File: src/pkg/doc_pkg.sv
// Purpose: Shared constants for the dual converter output control stage.
// Assumes: 200 MHz system clock; register bus with one-cycle read data.
// Notes:   All offsets are byte addresses of 32-bit words.
// Contract
// - Sleep pin or sleep bit enters power-down.
// - Power-down three-states every output driver.
// - Sleep pin low returns to normal operation.
// - Wake time grows with time spent down.
// - Standby keeps reference up, wakes faster.
// - Pin mode: format pin picks binary coding.
// - Pin mode: stabilizer pin enables duty stabilizer.
// - Serial mode: offset, twos or gray coding.
// - Hiz pin low drives data outputs.
// - Hiz pin high three-states data outputs.
// - Per-channel output disable bit at 0x14.
// - Samples appear twelve sample clocks later.
// - Data changes after sample clock rising edge.
// - Two capture strobes, polarity invertible.
// - Negative full scale gives minimum code.
// - Zero input gives mid code.
// - Top code without overrange flag.
// - Above range clamps high, flags overrange.
// - Below range clamps low, flags overrange.
package doc_pkg;
  localparam int ADC_BITS   = 12;
  localparam int RAW_BITS   = 14;
  localparam int CHANNELS   = 2;
  localparam int PIPE_DEPTH = 12;

  localparam logic [ADC_BITS-1:0] TC_MAX  = 12'h7ff;
  localparam logic [ADC_BITS-1:0] TC_MIN  = 12'h800;
  localparam logic [ADC_BITS-1:0] OB_FLIP = 12'h800;

  typedef enum logic [1:0] {
    DOC_CODE_OB   = 2'b00,
    DOC_CODE_TC   = 2'b01,
    DOC_CODE_GRAY = 2'b10
  } doc_code_e;

  typedef enum logic [1:0] {
    DOC_PW_RUN  = 2'b00,
    DOC_PW_DOWN = 2'b01,
    DOC_PW_STBY = 2'b10,
    DOC_PW_WAKE = 2'b11
  } doc_pw_e;

  localparam logic [7:0] OFS_CONFIG  = 8'h00;
  localparam logic [7:0] OFS_POWER   = 8'h08;
  localparam logic [7:0] OFS_STATUS  = 8'h0c;
  localparam logic [7:0] OFS_OUT_DIS = 8'h14;

  localparam int CFG_SERIAL   = 0;
  localparam int CFG_CODE_LO  = 1;
  localparam int CFG_STAB     = 3;
  localparam int CFG_STR_INV  = 4;
  localparam int CFG_WIDTH    = 5;
  localparam int PWR_SLEEP    = 0;
  localparam int PWR_STBY     = 1;
  localparam int ST_STATE_LO  = 0;
  localparam int ST_HIZ_PIN   = 2;
  localparam int ST_WAKE_LO   = 16;

  localparam logic [4:0] CFG_RESET     = 5'h00;
  localparam logic [1:0] PWR_RESET     = 2'h0;
  localparam logic [1:0] OUT_DIS_RESET = 2'h0;

  localparam int CLK_MHZ      = 200;
  localparam int TICK_NS      = 1000;
  localparam int TICK_CYCLES  = TICK_NS * CLK_MHZ / 1000;
  localparam int CNT_BITS     = 16;
  localparam logic [CNT_BITS-1:0] STBY_WAKE_TICKS = 16'h0002;
endpackage

File: src/pkg/doc_ch_if.sv
// Purpose: Carrier between the control top and one channel formatter.
// Assumes: One system clock domain.
// Notes:   The control side drives sample timing and coding.
`timescale 1ns/100ps
`default_nettype none
interface doc_ch_if;
  import doc_pkg::*;
  logic                sample_en;
  logic [RAW_BITS-1:0] raw;
  doc_code_e           coding;
  logic [ADC_BITS-1:0] code;
  logic                ovr;
  modport chan (input sample_en, raw, coding, output code, ovr);
  modport ctl  (output sample_en, raw, coding, input code, ovr);
endinterface
`default_nettype wire

File: src/hw/doc_sync.sv
// Purpose: Two-flop synchroniser for pin inputs.
// Assumes: Inputs are quasi-static relative to their sampling moment.
// Notes:   Only the second stage may be read by other logic.
`timescale 1ns/100ps
`default_nettype none
module doc_sync #(
  parameter int W = 1
) (
  input  wire logic         clock_i, // System clock.
  input  wire logic         reset_i, // Asynchronous reset.
  input  wire logic [W-1:0] d_i,     // Asynchronous inputs.
  output logic      [W-1:0] q_o      // Synchronised outputs.
);
  logic [W-1:0] meta_reg;

  always_ff @(posedge clock_i or posedge reset_i) begin
    if (reset_i) begin
      meta_reg <= '0;
      q_o      <= '0;
    end else begin
      meta_reg <= d_i;
      q_o      <= meta_reg;
    end
  end
endmodule
`default_nettype wire

File: src/hw/doc_channel.sv
// Purpose: One channel: clamp, delay line and output coding.
// Assumes: raw is a signed core result that may exceed the 12-bit range.
// Notes:   Coding is applied at the end so a change takes effect at once.
`timescale 1ns/100ps
`default_nettype none
module doc_channel #(
  parameter int DEPTH = doc_pkg::PIPE_DEPTH
) (
  input wire logic clock_i, // System clock.
  input wire logic reset_i, // Asynchronous reset.
  doc_ch_if.chan   ch       // Channel carrier.
);
  import doc_pkg::*;

  logic signed [RAW_BITS-1:0] raw_s;
  wire  hi_clip = raw_s > $signed({{(RAW_BITS-ADC_BITS){1'b0}}, TC_MAX});
  wire  lo_clip = raw_s < $signed({{(RAW_BITS-ADC_BITS){1'b1}}, TC_MIN});
  wire  [ADC_BITS-1:0] tc_clamped = hi_clip ? TC_MAX :
                                    lo_clip ? TC_MIN :
                                    raw_s[ADC_BITS-1:0];
  wire  [ADC_BITS:0] stage_in = {hi_clip | lo_clip, tc_clamped};

  // Stage 0 loads on the capture edge and the top's output flop takes the
  // last stage, so a sample leaves twelve edges after it was taken.
  logic [ADC_BITS:0] stage_reg [DEPTH];

  assign raw_s = ch.raw;

  always_ff @(posedge clock_i or posedge reset_i) begin
    if (reset_i) begin
      for (int i = 0; i < DEPTH; i++) begin
        stage_reg[i] <= '0;
      end
    end else if (ch.sample_en) begin
      stage_reg[0] <= stage_in;
      for (int i = 1; i < DEPTH; i++) begin
        stage_reg[i] <= stage_reg[i-1];
      end
    end
  end

  wire [ADC_BITS-1:0] tc_out = stage_reg[DEPTH-1][ADC_BITS-1:0];
  wire [ADC_BITS-1:0] ob_out = tc_out ^ OB_FLIP;
  wire [ADC_BITS-1:0] gr_out = ob_out ^ (ob_out >> 1);

  assign ch.ovr  = stage_reg[DEPTH-1][ADC_BITS];
  assign ch.code = (ch.coding == DOC_CODE_TC)   ? tc_out :
                   (ch.coding == DOC_CODE_GRAY) ? gr_out : ob_out;
endmodule
`default_nettype wire

File: src/hw/doc_top.sv
// Purpose: Output control of a dual 12-bit converter: coding, delay,
//          capture strobes, three-state and power modes.
// Assumes: The sample clock arrives as a pin and is oversampled here.
// Notes:   Wake timing counts 1 us ticks from a divider.
`timescale 1ns/100ps
`default_nettype none
module doc_top #(
  parameter int WAKE_SHIFT = 2
) (
  input  wire logic                                        clock_i,                 // System clock.
  input  wire logic                                        reset_i,                 // Async reset.
  input  wire logic                                        sample_clock_i,          // Sample clock pin.
  input  wire logic                                        sleep_request_i,         // Sleep pin.
  input  wire logic                                        output_hiz_pin_i,        // Hiz pin.
  input  wire logic                                        format_select_pin_i,     // Format pin.
  input  wire logic                                        stabilizer_select_pin_i, // Stab pin.
  input  wire logic [doc_pkg::CHANNELS-1:0][doc_pkg::RAW_BITS-1:0] raw_i,          // Core results.
  input  wire logic [7:0]                                  reg_addr_i,              // Byte address.
  input  wire logic [31:0]                                 reg_wdata_i,             // Write data.
  input  wire logic                                        reg_write_i,             // Write strobe.
  input  wire logic                                        reg_read_i,              // Read strobe.
  output logic      [31:0]                                 reg_rdata_o,             // Read data.
  output logic      [doc_pkg::CHANNELS-1:0][doc_pkg::ADC_BITS-1:0] data_o,         // Output codes.
  output logic      [doc_pkg::CHANNELS-1:0]                overrange_o,             // Range flags.
  output logic      [doc_pkg::CHANNELS-1:0]                data_oe_n_o,             // Data enables.
  output logic      [1:0]                                  capture_strobe_out_o,    // Strobes.
  output logic                                             strobe_oe_n_o,           // Strobe enable.
  output logic                                             duty_stabilizer_o        // Stabilizer on.
);
  import doc_pkg::*;

  localparam int SYNC_W = 5 + CHANNELS * RAW_BITS;
  localparam int TICK_W = $clog2(TICK_CYCLES);
  localparam logic [TICK_W-1:0] TICK_LAST = TICK_W'(TICK_CYCLES - 1);

  // Raw data is synchronised with the pins; the core holds it stable
  // for many system clocks around each sample edge, so no word tears.
  logic [SYNC_W-1:0] sync_q;
  doc_sync #(.W(SYNC_W)) u_sync (
    .clock_i (clock_i),
    .reset_i (reset_i),
    .d_i     ({raw_i, stabilizer_select_pin_i, format_select_pin_i,
                output_hiz_pin_i, sleep_request_i, sample_clock_i}),
    .q_o     (sync_q)
  );

  wire sclk_s   = sync_q[0];
  wire sleep_s  = sync_q[1];
  wire hiz_s    = sync_q[2];
  wire fmt_s    = sync_q[3];
  wire stab_s   = sync_q[4];
  wire [CHANNELS-1:0][RAW_BITS-1:0] raw_s = sync_q[SYNC_W-1:5];

  logic                sclk_d_reg;
  logic [CFG_WIDTH-1:0] cfg_reg;
  logic [1:0]          pwr_reg;
  logic [CHANNELS-1:0] out_dis_reg;
  logic [TICK_W-1:0]   tick_cnt_reg;
  logic [CNT_BITS-1:0] down_cnt_reg;
  logic [CNT_BITS-1:0] down_cnt_next;
  logic [CNT_BITS-1:0] wake_cnt_reg;
  logic [CNT_BITS-1:0] wake_cnt_next;
  doc_pw_e             pw_state_reg;
  doc_pw_e             pw_state_next;

  wire sample_edge = sclk_s & ~sclk_d_reg;
  wire tick        = tick_cnt_reg == TICK_LAST;

  // Register decode.
  wire wr_cfg = reg_write_i && reg_addr_i == OFS_CONFIG;
  wire wr_pwr = reg_write_i && reg_addr_i == OFS_POWER;
  wire wr_dis = reg_write_i && reg_addr_i == OFS_OUT_DIS;
  wire serial_mode = cfg_reg[CFG_SERIAL];
  wire str_inv     = cfg_reg[CFG_STR_INV] & serial_mode;
  wire [1:0] cfg_code = cfg_reg[CFG_CODE_LO+1:CFG_CODE_LO];
  wire doc_code_e coding_sel = serial_mode ? doc_code_e'(cfg_code) :
                               fmt_s ? DOC_CODE_TC : DOC_CODE_OB;
  wire stab_next   = serial_mode ? cfg_reg[CFG_STAB] : stab_s;

  wire sleep_all = sleep_s | pwr_reg[PWR_SLEEP];
  wire stby_req  = pwr_reg[PWR_STBY];
  wire pw_hiz    = pw_state_reg != DOC_PW_RUN;

  wire [CNT_BITS-1:0] down_scaled = down_cnt_reg >> WAKE_SHIFT;
  wire [CNT_BITS-1:0] down_wake   = (down_scaled == '0) ?
                                    CNT_BITS'(1) : down_scaled;

  wire [31:0] status_word = {wake_cnt_reg, 13'h0000, hiz_s,
                             pw_state_reg};
  wire [31:0] rd_mux =
    (reg_addr_i == OFS_CONFIG)  ? {27'h000_0000, cfg_reg} :
    (reg_addr_i == OFS_POWER)   ? {30'h0000_0000, pwr_reg} :
    (reg_addr_i == OFS_STATUS)  ? status_word :
    (reg_addr_i == OFS_OUT_DIS) ? {30'h0000_0000, out_dis_reg} :
    32'h0000_0000;

  // Power state machine.
  always_comb begin
    pw_state_next = pw_state_reg;
    wake_cnt_next = wake_cnt_reg;
    case (pw_state_reg)
      DOC_PW_RUN: begin
        if (sleep_all) begin
          pw_state_next = DOC_PW_DOWN;
        end else if (stby_req) begin
          pw_state_next = DOC_PW_STBY;
        end
      end
      DOC_PW_DOWN: begin
        if (!sleep_all && stby_req) begin
          pw_state_next = DOC_PW_STBY;
        end else if (!sleep_all) begin
          pw_state_next = DOC_PW_WAKE;
          wake_cnt_next = down_wake;
        end
      end
      DOC_PW_STBY: begin
        if (sleep_all) begin
          pw_state_next = DOC_PW_DOWN;
        end else if (!stby_req) begin
          pw_state_next = DOC_PW_WAKE;
          wake_cnt_next = STBY_WAKE_TICKS;
        end
      end
      DOC_PW_WAKE: begin
        if (sleep_all) begin
          pw_state_next = DOC_PW_DOWN;
        end else if (stby_req) begin
          pw_state_next = DOC_PW_STBY;
        end else if (wake_cnt_reg == '0) begin
          pw_state_next = DOC_PW_RUN;
        end else if (tick) begin
          wake_cnt_next = wake_cnt_reg - CNT_BITS'(1);
        end
      end
      default: begin
        pw_state_next = DOC_PW_DOWN;
      end
    endcase
  end

  // Time spent down saturates rather than wraps, so a long sleep never
  // turns into a short wake.
  always_comb begin
    down_cnt_next = down_cnt_reg;
    if (pw_state_reg != DOC_PW_DOWN) begin
      down_cnt_next = '0;
    end else if (tick && down_cnt_reg != '1) begin
      down_cnt_next = down_cnt_reg + CNT_BITS'(1);
    end
  end

  always_ff @(posedge clock_i or posedge reset_i) begin
    if (reset_i) begin
      tick_cnt_reg <= '0;
    end else begin
      tick_cnt_reg <= tick ? '0 : tick_cnt_reg + TICK_W'(1);
    end
  end

  always_ff @(posedge clock_i or posedge reset_i) begin
    if (reset_i) begin
      pw_state_reg <= DOC_PW_RUN;
      wake_cnt_reg <= '0;
      down_cnt_reg <= '0;
    end else begin
      pw_state_reg <= pw_state_next;
      wake_cnt_reg <= wake_cnt_next;
      down_cnt_reg <= down_cnt_next;
    end
  end

  always_ff @(posedge clock_i or posedge reset_i) begin
    if (reset_i) begin
      cfg_reg     <= CFG_RESET;
      pwr_reg     <= PWR_RESET;
      out_dis_reg <= OUT_DIS_RESET;
      reg_rdata_o <= '0;
    end else begin
      if (wr_cfg) cfg_reg <= reg_wdata_i[CFG_WIDTH-1:0];
      if (wr_pwr) pwr_reg <= reg_wdata_i[1:0];
      if (wr_dis) out_dis_reg <= reg_wdata_i[CHANNELS-1:0];
      reg_rdata_o <= reg_read_i ? rd_mux : 32'h0000_0000;
    end
  end

  // Channels, one formatter each.
  doc_ch_if ch_if [CHANNELS] ();
  logic [CHANNELS-1:0][ADC_BITS-1:0] ch_code;
  logic [CHANNELS-1:0]               ch_ovr;

  for (genvar c = 0; c < CHANNELS; c++) begin : g_ch
    assign ch_if[c].sample_en = sample_edge;
    assign ch_if[c].raw       = raw_s[c];
    assign ch_if[c].coding    = coding_sel;
    assign ch_code[c]         = ch_if[c].code;
    assign ch_ovr[c]          = ch_if[c].ovr;
    doc_channel u_channel (
      .clock_i (clock_i),
      .reset_i (reset_i),
      .ch      (ch_if[c])
    );

    always_ff @(posedge clock_i or posedge reset_i) begin
      if (reset_i) begin
        data_o[c]      <= '0;
        overrange_o[c] <= 1'b0;
        data_oe_n_o[c] <= 1'b1;
      end else begin
        if (sample_edge) begin
          data_o[c]      <= ch_code[c];
          overrange_o[c] <= ch_ovr[c];
        end
        data_oe_n_o[c] <= pw_hiz | hiz_s | out_dis_reg[c];
      end
    end
  end

  // The strobe rises mid-way through each data word: data moves on the
  // sample rising edge, the strobe on its falling edge.
  always_ff @(posedge clock_i or posedge reset_i) begin
    if (reset_i) begin
      sclk_d_reg           <= 1'b0;
      capture_strobe_out_o <= 2'b00;
      strobe_oe_n_o        <= 1'b1;
      duty_stabilizer_o    <= 1'b0;
    end else begin
      sclk_d_reg           <= sclk_s;
      capture_strobe_out_o <= {2{~sclk_s ^ str_inv}};
      strobe_oe_n_o        <= pw_hiz;
      duty_stabilizer_o    <= stab_next;
    end
  end
endmodule
`default_nettype wire

File: config.mk
export PLATFORM = sky130hd
export DESIGN_NAME = doc_top
export DESIGN_NICKNAME = d
export VERILOG_FILES = /design/src/pkg/doc_pkg.sv /design/src/pkg/doc_ch_if.sv /design/src/hw/doc_sync.sv /design/src/hw/doc_channel.sv /design/src/hw/doc_top.sv
export SDC_FILE = /design/constraint.sdc
export NUM_CORES = 1
export LEC_CHECK = 0
export ABC_CLOCK_PERIOD_IN_PS = 17200
export BUFFER_PORTS_ARGS = -buffer_cell sky130_fd_sc_hd__buf_2
export CORE_MARGIN = 8
export CORE_UTILIZATION = 40
export CTS_BUF_LIST = sky130_fd_sc_hd__clkbuf_8
export DETAILED_ROUTE_END_ITERATION = 7
export GPL_TIMING_DRIVEN = 0
export PLACE_DENSITY_LB_ADDON = 0.12
export SLEW_MARGIN = 20
export SYNTH_ARGS = -nofsm -noshare
export SYNTH_HDL_FRONTEND = slang
export SYNTH_SLANG_ARGS = --single-unit
File: constraint.sdc
create_clock -name clock_i -period 17.2 [get_ports clock_i]
set_clock_uncertainty 0.2 [all_clocks]
set_input_delay 0.86 -clock clock_i [delete_from_list [all_inputs] [get_ports clock_i]]
set_output_delay 0.86 -clock clock_i [all_outputs]
set_load 0.01 [all_outputs]
==> results.cfg, run 1 <==
[setup_path]
path_cells = nand2b_1 -> buf_2 -> clkbuf_1 -> clkbuf_1 -> clkbuf_1 -> nand2_1 -> nand2_1
reg2reg_from = u_sync.q_o[0]$_DFF_PP0_
timing.critical_path.buf_inv = 4
cp-start-kind = register
arrival_ns = 3.12
crit_family = buffers and inverters
rrSetupSlack_ns = 14.44
path_class = reg -> reg
critPathMaxFanout = 10
r2r-end = g_ch[1].u_channel.stage_reg[93]$_DFFE_PP0P_
cp-end-kind = register
crit_top_cell = clkbuf_1
slowest_stage = clkbuf_1
max_stage_delay_ns = 0.54
worstRegToRegCells = 7
required_ns = 17.56

[clock_network]
clkTransAtPathRegs_ns = 0.06
cts_tree = done
clock_latency_ns = 0.63
clockRootBuffer = clkbuf_8
numCtsBuffers = 81
ctsHoldBuffers = 0
cts_resized = 0
htree_levels = 3
cts_setup_buffers = 0
cts.sinks = 482
clk_path_buf_depth = 3

[cells_and_area]
num-nets-final = 2276
antenna_cells = 0
largest_reg_flops = 288
fillers = 4571
layout_commonest_cell = nand2_1
syn_to_final_growth_pct = 16.20
stdcell_area_sq_mm = 0.02196
layout_common_cells = nand2_1 (982), dfrtp_1 (479), buf_2 (116)
layout-drive-gt1-share = 0.1277

[drt]
vias = 13500
drt-pass1-iter-count = 6
vias_per_cell = 4.729
wl_per_cell_um = 14.67
antenna_left = 0
drc = 0
drtIter0Drc = 813
routed_wl_mm = 41.88

[power_and_ir_drop]
power_uw = 2882
ir_worst_vdd_mv = 0.07438
p_leak_uw = 0.01154
power.density_mw_per_mm2 = 131.3

[sta]
relSlewSlack = 0.4693
fin_crit_sh = 0.1604
worst_pin_slew_ns = 0.7940
slew_viol_final = 0
rsz0062_at_grt = false
setup_slack_ns = 14.44
finalSetupViolCount = 0
fmax_ghz = 0.3625
hold_viol = 0
setup_tns_ns = 0
period_minus_slack_ns = 2.758

[synth]
postSynth.asyncResetShare = 1.000
ys_ff_latch = 482
synth_warnings = 0
ys_types = 73
syn_area_per_cell_sq_um = 9.486
syn_inst = 1992
synth_flop_cell = dfrtp_1
synth-edff-count = 0
synthesis.area_sq_mm = 0.01890
ys_seq_area_frac = 0.6385

[floorplan]
die_area_sq_mm = 0.05445
fp.coreArea_sq_mm = 0.04656
die_h_um = 233.4
io_pins = 141
initial_utilization = 0.4059
die_w_um = 233.4
rows = 79

[place]
post_dp_cell_area_sq_mm = 0.02035
place_hpwl_mm = 29.27
port_buffers = 102
place_congestion = 0.8185
pre_cts_ws_ns = 14.35

[global_route]
grt_max_degree = 98
antenna_found_initial = 0
first_global_vias = 14157
grt_pass1_wl_mm = 72.88
grtUsageTotal = 0.1623
overflow = 0

[run]
maxCapViolCount = 0

[status]
status = complete, no violations

[worst_hold_path]
hold_path.class = in -> async
## worst max path at each step
stage          slack, ns                                           to                    start  cells after the start
6_report           14.44  g_ch[1].u_channel.stage_reg[93]$_DFFE_PP0P_  u_sync.q_o[0]$_DFF_PP0_                      7
5_1_grt            14.15  g_ch[1].u_channel.stage_reg[93]$_DFFE_PP0P_  u_sync.q_o[0]$_DFF_PP0_                      7
2_1_floorplan       2.70            capture_strobe_out_o[0]$_DFF_PP0_                  reset_i                      1
3_5_place_dp       14.35  g_ch[1].u_channel.stage_reg[93]$_DFFE_PP0P_  u_sync.q_o[0]$_DFF_PP0_                      7
4_1_cts            14.34  g_ch[1].u_channel.stage_reg[93]$_DFFE_PP0P_  u_sync.q_o[0]$_DFF_PP0_                      7
3_3_place_gp       -2.30  g_ch[0].u_channel.stage_reg[15]$_DFFE_PP0P_                  reset_i                      2
## area by class of cell
class                      instances  area (sq um)  area share
multi-input combinational       1386          6294      0.2866
inverter                          20         82.58    0.003761
sequential                       482         12070      0.5495
clock buffer                     104          1431     0.06519
timing repair buffer             107         648.1     0.02952
tap                              607         759.5     0.03459
clock inverter                    35         176.4    0.008035
buffer                           114         500.5     0.02279
## synth_stat cells (10+ instances only)
cell type  number  area share
nand2_1       982        0.20
dfrtp_1       479        0.63
clkbuf_1       83       0.016
o21ai_0        83       0.022
nor2_1         65       0.013
xor2_1         27       0.013
a21oi_1        22      0.0058
and3_1         22      0.0073
inv_1          19      0.0038
nand3_1        18      0.0048
buf_2          14      0.0037
buf_4          12      0.0048
mux2_2         12      0.0072
nand4_1        10      0.0033
nor3_1         10      0.0026
xnor2_1        10      0.0046
## per-layer routing
layer / GRT usage / share of wire / wire length (um)
met5: 0 / 0 / 0
met4: 0.04868 / 0.018 / 755
met3: 0.03445 / 0.048 / 2023
met2: 0.2625 / 0.46 / 19410
met1: 0.2178 / 0.47 / 19690
## worst reg2reg max path, stage by stage (launching register included)
cell and delay, ns:
dfrtp_1 0.46, nand2b_1 0.10, buf_2 0.22, clkbuf_1 0.54
clkbuf_1 0.53, clkbuf_1 0.45, nand2_1 0.12, nand2_1 0.08
## power by group
group          switching, uW  leakage, uW  internal (uW)
Clock                    446     0.000925            554
Combinational            284      0.00430            161
Sequential               119      0.00632           1320
Total                    848       0.0115           2030
## cell families after synthesis
| logic type | after synthesis | share of synthesized area |
|---|---|---|
| adders and majority gates | 7 | 0.004635 |
| AOI/OAI and AO/OA | 149 | 0.04688 |
| xor gates and xnor gates | 37 | 0.01715 |
| muxes | 18 | 0.01033 |
| DFF | 482 | 0.6385 |
| other | 1 | 0.0001984 |
| and+or+nand+nor | 1164 | 0.2519 |
| buffers and inverters | 134 | 0.03046 |
## through the flow
step                      cells  utilization  hold slack, ns
after floorplan            2002            -          0.1312
after global placement     2711       0.4340          0.1312
after detailed placement   2716       0.4371          0.1347
after CTS                  2855       0.4716         0.06657
after global routing       2855       0.4716         0.07188
final                      2855       0.4716          0.1128
Power figures use the tool's default switching activity.
==> run 2: changes to the inputs <==
--- a/config.mk
+++ b/config.mk
@@ -5,7 +5,7 @@
 export SDC_FILE = /design/constraint.sdc
 export NUM_CORES = 1
 export LEC_CHECK = 0
-export ABC_CLOCK_PERIOD_IN_PS = 17200
+export ABC_CLOCK_PERIOD_IN_PS = 2650
 export BUFFER_PORTS_ARGS = -buffer_cell sky130_fd_sc_hd__buf_2
 export CORE_MARGIN = 8
 export CORE_UTILIZATION = 40
==> constraint.sdc (replaced) <==
create_clock -name clock_i -period 2.65 [get_ports clock_i]
set_clock_uncertainty 0.2 [all_clocks]
set_input_delay 0.1325 -clock clock_i [delete_from_list [all_inputs] [get_ports clock_i]]
set_output_delay 0.1325 -clock clock_i [all_outputs]
set_load 0.01 [all_outputs]
==> run 2 against run 1 <==
- register-to-register slack got worse by 14 ns
- first-iteration DRC count is 16% lower
- utilization increased by 2.6 points
- sequential power rose to 6.5 times the previous value
- flip-flop and latch count unchanged
- die area unchanged
- critical endpoint is now g_ch[0].u_channel.stage_reg[112]$_DFFE_PP0P_
- highest routed layer unchanged
==> results.cfg, run 2 (synthesis gave the netlist of run 1 again) <==
[status]
status = complete, no violations

[setup_path]
cp_num_cells = 6
crit_family = buffers and inverters
slowest_stage = clkbuf_1
cp-start-kind = register
path_class = reg -> reg
critPathMaxFanout = 15
required_ns = 3.01
worstRegToRegCells = 6
max_stage_delay_ns = 0.57
arrival_ns = 2.80
timing.critical_path.buf_inv = 3
path_cells = nand2b_1 -> buf_2 -> clkbuf_1 -> clkbuf_1 -> nand2_1 -> nand2_1
cp-end-kind = register

[sta]
worst_pin_slew_ns = 0.7985
finalSetupViolCount = 0
hold_viol = 0
period_minus_slack_ns = 2.441
setup_tns_ns = 0
rsz0062_at_grt = false
slew_viol_final = 0
setup_slack_ns = 0.2091
fin_crit_sh = 0.9211
fmax_ghz = 0.4097
relSlewSlack = 0.4676

[floorplan]
initial_utilization = 0.4059
io_pins = 141
rows = 79
die_h_um = 233.4
die_area_sq_mm = 0.05445
fp.coreArea_sq_mm = 0.04656
die_w_um = 233.4

[cells_and_area]
antenna_cells = 0
layout_common_cells = nand2_1 (982), dfrtp_1 (479), buf_2 (116)
fin_cells = 2965
layout-drive-gt1-share = 0.1289
fin_util = 0.4975
largest_reg_flops = 288
layout_commonest_cell = nand2_1
syn_to_final_growth_pct = 22.58
num-nets-final = 2385
stdcell_area_sq_mm = 0.02316

[global_route]
overflow = 0
grt_max_degree = 34
first_global_vias = 14587
grtUsageTotal = 0.1647
antenna_found_initial = 0
grt_pass1_wl_mm = 73.68

[drt]
drc = 0
vias = 13927
wl_per_cell_um = 14.63
vias_per_cell = 4.697
routed_wl_mm = 43.37
antenna_left = 0
drtIter0Drc = 679
drt-pass1-iter-count = 5

[place]
port_buffers = 102
pre_cts_ws_ns = -0.1267
place_congestion = 0.8160
place_hpwl_mm = 30.78
post_dp_cell_area_sq_mm = 0.02058
dp.cells = 2728

[clock_network]
htree_levels = 3
clkTransAtPathRegs_ns = 0.06
cts_tree = done
numCtsBuffers = 82
clock_latency_ns = 0.63
clockRootBuffer = clkbuf_8
clk_path_buf_depth = 3
cts.sinks = 482

[power_and_ir_drop]
power.density_mw_per_mm2 = 817.3
ir_worst_vdd_mv = 0.5127
p_leak_uw = 0.01210

[worst_hold_path]
hold_path.class = reg -> reg
hold_path_depth = 0

[run]
maxCapViolCount = 0
## run 2: cell types whose count changed in the layout (fill, tap and decap cells not counted), sizes merged
cell	change
dlygate4sd3	+93
buf	+14
clkinvlp	+3
clkbuf	-2
dlymetal6s4s	+1
inv	+1
## run 2: per-stage QoR
stage,total power [uW],hold slack (ns)
6_report,18930,0.1390
5_1_grt,20120,0.1045
4_1_cts,19150,0.09321
3_5_place_dp,12450,0.03038
3_3_place_gp,12290,0.04082
2_1_floorplan,11360,-0.03607
## run 2: path summary, 6_finish.rpt
path                       slack, ns                                      endpoint                           from
setup / recovery                0.21  g_ch[0].u_channel.stage_reg[112]$_DFFE_PP0P_        u_sync.q_o[0]$_DFF_PP0_
hold reg to reg                 0.14                      u_sync.q_o[27]$_DFF_PP0_  u_sync.meta_reg[27]$_DFF_PP0_
max in group asynchronous       0.22       g_ch[0].u_channel.ob_out[0]$_DFFE_PP0P_                        reset_i
setup reg to reg                0.21  g_ch[0].u_channel.stage_reg[112]$_DFFE_PP0P_        u_sync.q_o[0]$_DFF_PP0_
hold / removal                  0.14                      u_sync.q_o[27]$_DFF_PP0_  u_sync.meta_reg[27]$_DFF_PP0_
min in group asynchronous       0.50                      u_sync.q_o[10]$_DFF_PP0_                        reset_i
## run 2: what timing repair did
action | 4_1_cts | 5_1_grt
hold buffers | 93 | 2
setup endpoints to repair | 127 | 33
hold endpoints to repair | 287 | 2
cloned | 0 | 1
resized for setup | 1 | 6
pin swaps | 0 | 2
buffers inserted | 0 | 2
## run 2: cell type report
cell class | count | area, sq um
fill | 4423 | 23390
sequential | 482 | 12070
multi-input combinational | 1386 | 6307
timing repair buffer | 215 | 1839
clock buffer | 103 | 1418
tap | 607 | 759.5
buffer | 113 | 499.2
clock inverter | 38 | 191.4
inverter | 20 | 78.83
timing repair inverter | 1 | 5.005
## run 2: routing by layer
metal,share of wire,track usage,up-vias
li1,-,-,6941
met1,0.47,0.2149,6674
met2,0.47,0.2731,238
met3,0.043,0.03542,74
met4,0.020,0.05005,0
met5,0,0,-
## run 2: power by group
| part | leakage [uW] | switching (uW) | internal, uW |
|---|---|---|---|
| Sequential | 0.00632 | 778 | 8560 |
| Clock | 0.000928 | 2890 | 3570 |
| Combinational | 0.00485 | 1910 | 1220 |
| Total | 0.0121 | 5580 | 13400 |
==> run 3: changes to the inputs <==
--- a/config.mk
+++ b/config.mk
@@ -5,7 +5,7 @@
 export SDC_FILE = /design/constraint.sdc
 export NUM_CORES = 1
 export LEC_CHECK = 0
-export ABC_CLOCK_PERIOD_IN_PS = 2650
+export ABC_CLOCK_PERIOD_IN_PS = 3000
 export BUFFER_PORTS_ARGS = -buffer_cell sky130_fd_sc_hd__buf_2
 export CORE_MARGIN = 8
 export CORE_UTILIZATION = 40
==> constraint.sdc (replaced) <==
create_clock -name clock_i -period 3 [get_ports clock_i]
set_clock_uncertainty 0.2 [all_clocks]
set_input_delay 0.15 -clock clock_i [delete_from_list [all_inputs] [get_ports clock_i]]
set_output_delay 0.15 -clock clock_i [all_outputs]
set_load 0.01 [all_outputs]
==> run 3 against run 2 <==
- power fell by 12%
- first-iteration DRC count grew 3.7%
- flip-flop and latch count unchanged
- highest routed layer unchanged
==> results.cfg, run 3 (synthesis gave the netlist of run 1 again) <==
[status]
status = complete, no violations

[cells_and_area]
antenna_cells = 0
fillers = 4424
stdcell_area_sq_mm = 0.02310
layout_commonest_cell = nand2_1
layout-drive-gt1-share = 0.1271
syn_to_final_growth_pct = 22.27
seqCellArea_sq_mm = 0.01207
layout_common_cells = nand2_1 (982), dfrtp_1 (479), buf_2 (116)
num-nets-final = 2380
largest_reg_flops = 288
multi_input_area_sq_mm = 0.006294

[floorplan]
die_h_um = 233.4
io_pins = 141
fp.coreArea_sq_mm = 0.04656
rows = 79
die_area_sq_mm = 0.05445
die_w_um = 233.4
initial_utilization = 0.4059

[power_and_ir_drop]
ir_worst_vdd_mv = 0.4529
power.density_mw_per_mm2 = 720.6
clkPwrFrac = 0.343
p_leak_uw = 0.01205
p_seq_frac = 0.495
pwr-share-comb = 0.161
p_sw_uw = 4905
intPower_uw = 11740
swShare = 0.2946

[drt]
wl_per_cell_um = 14.61
vias_per_cell = 4.709
routed_wl_mm = 43.25
drtIter0Drc = 704
drt-pass1-iter-count = 6
drc = 0
antenna_left = 0
vias = 13939

[global_route]
top_usage_layer = met2
met3_usage = 0.03530
grtUsageMet2 = 0.2738
overflow = 0
antenna_found_initial = 0
grt_pass1_wl_mm = 73.80
grt_max_degree = 34
first_global_vias = 14610
grt_use_met1 = 0.2156
grtUsageTotal = 0.1651

[place]
post_dp_cell_area_sq_mm = 0.02058
pre_cts_ws_ns = 0.2233
place_hpwl_mm = 30.78
port_buffers = 102
place_congestion = 0.8160

[sta]
fmax_ghz = 0.3632
relSlewSlack = 0.4610
fin_crit_sh = 0.9177
worst_pin_slew_ns = 0.8085
hold_viol = 0
setup_slack_ns = 0.2469
rsz0062_at_grt = false
period_minus_slack_ns = 2.753
slew_viol_final = 0
finalSetupViolCount = 0

[clock_network]
cts_tree = done
clock_latency_ns = 0.63
clockRootBuffer = clkbuf_8
htree_levels = 3
cts.sinks = 482
cts_resized = 0
clkTransAtPathRegs_ns = 0.06
clk_path_buf_depth = 3
cts_setup_buffers = 0
numCtsBuffers = 82

[setup_path]
cp-end-kind = register
path_class = in -> reg
crit_top_cell = dlygate4sd3_1
arrival_ns = 3.05
max_stage_delay_ns = 0.63
cp-start-kind = input port
slowest_stage = dlygate4sd3_1
required_ns = 3.29
path_cells = dlygate4sd3_1 -> buf_2 -> nor4_1 -> dlygate4sd3_1 -> nor3b_2 -> nand2_1 -> dlygate4sd3_1 -> mux2_2
critPathMaxFanout = 4

[run]
maxCapViolCount = 0

[worst_hold_path]
hold_path.class = in -> reg
## run 3: layout make-up
type,count,share of cell area
Timing Repair Buffer,211,0.07798
Clock buffer,103,0.06136
Multi-Input combinational cell,1386,0.2724
Inverter,20,0.003412
Sequential cell,482,0.5222
Buffer,113,0.02150
Clock inverter,38,0.008286
Tap cell,607,0.03287
## run 3: worst max-delay path, delay by kind of cell
family	cells	cell delay, ns
buffers and inverters	4	1.90
AND/OR/NAND/NOR	3	0.71
multiplexers	1	0.29
## run 3: metal layers
metal,routed length (um),part of all wire,vias to the layer above
li1,-,-,6931
met1,20090,0.46,6685
met2,20370,0.47,244
met3,1892,0.044,79
met4,893,0.021,0
met5,0,0,-
## run 3: metrics by stage
stage / TNS (ns) / instances / util / hold WS [ns] / power (uW)
after detailed placement: 0 / 2728 / 0.4420 / 0.04788 / 11000
after floorplan: -1864.83 / 2002 / - / -0.01857 / 10040
after CTS: 0 / 2961 / 0.4964 / 0.02062 / 16890
after global placement: -3156.04 / 2711 / 0.4341 / 0.05832 / 10860
after global routing: 0 / 2960 / 0.4963 / 0.07335 / 17690
final: 0 / 2960 / 0.4963 / 0.06655 / 16650
## run 3: repair_timing
action / CTS / global route
endpoints found under the setup margin: 0 / 1
hold endpoints to repair: 256 / 0
hold buffers: 92 / 0
## run 3: power by group through the flow
stage / clock network, uW / logic, uW / registers, uW
3_5_place_dp: 0 / 2630 / 8370
2_1_floorplan: 0 / 1830 / 8210
3_3_place_gp: 0 / 2500 / 8360
5_1_grt: 6200 / 3110 / 8390
6_report: 5710 / 2690 / 8250
4_1_cts: 5910 / 2730 / 8260
## run 3: worst paths after layout
path	start	endpoint	slack, ns	cells after the start
max in group asynchronous	reset_i	g_ch[0].u_channel.ob_out[0]$_DFFE_PP0P_	0.46	10
hold / removal	reg_addr_i[6]	reg_rdata_o[0]$_DFF_PP0_	0.07	5
setup reg to reg	pw_state_reg[1]$_DFFE_PP0P_	wake_cnt_reg[15]$_DFFE_PP0P_	0.34	8
setup / recovery	reg_addr_i[3]	cfg_reg[0]$_DFFE_PP0P_	0.25	8
hold reg to reg	u_sync.meta_reg[27]$_DFF_PP0_	u_sync.q_o[27]$_DFF_PP0_	0.14	0
min in group asynchronous	reset_i	u_sync.meta_reg[12]$_DFF_PP0_	0.55	4
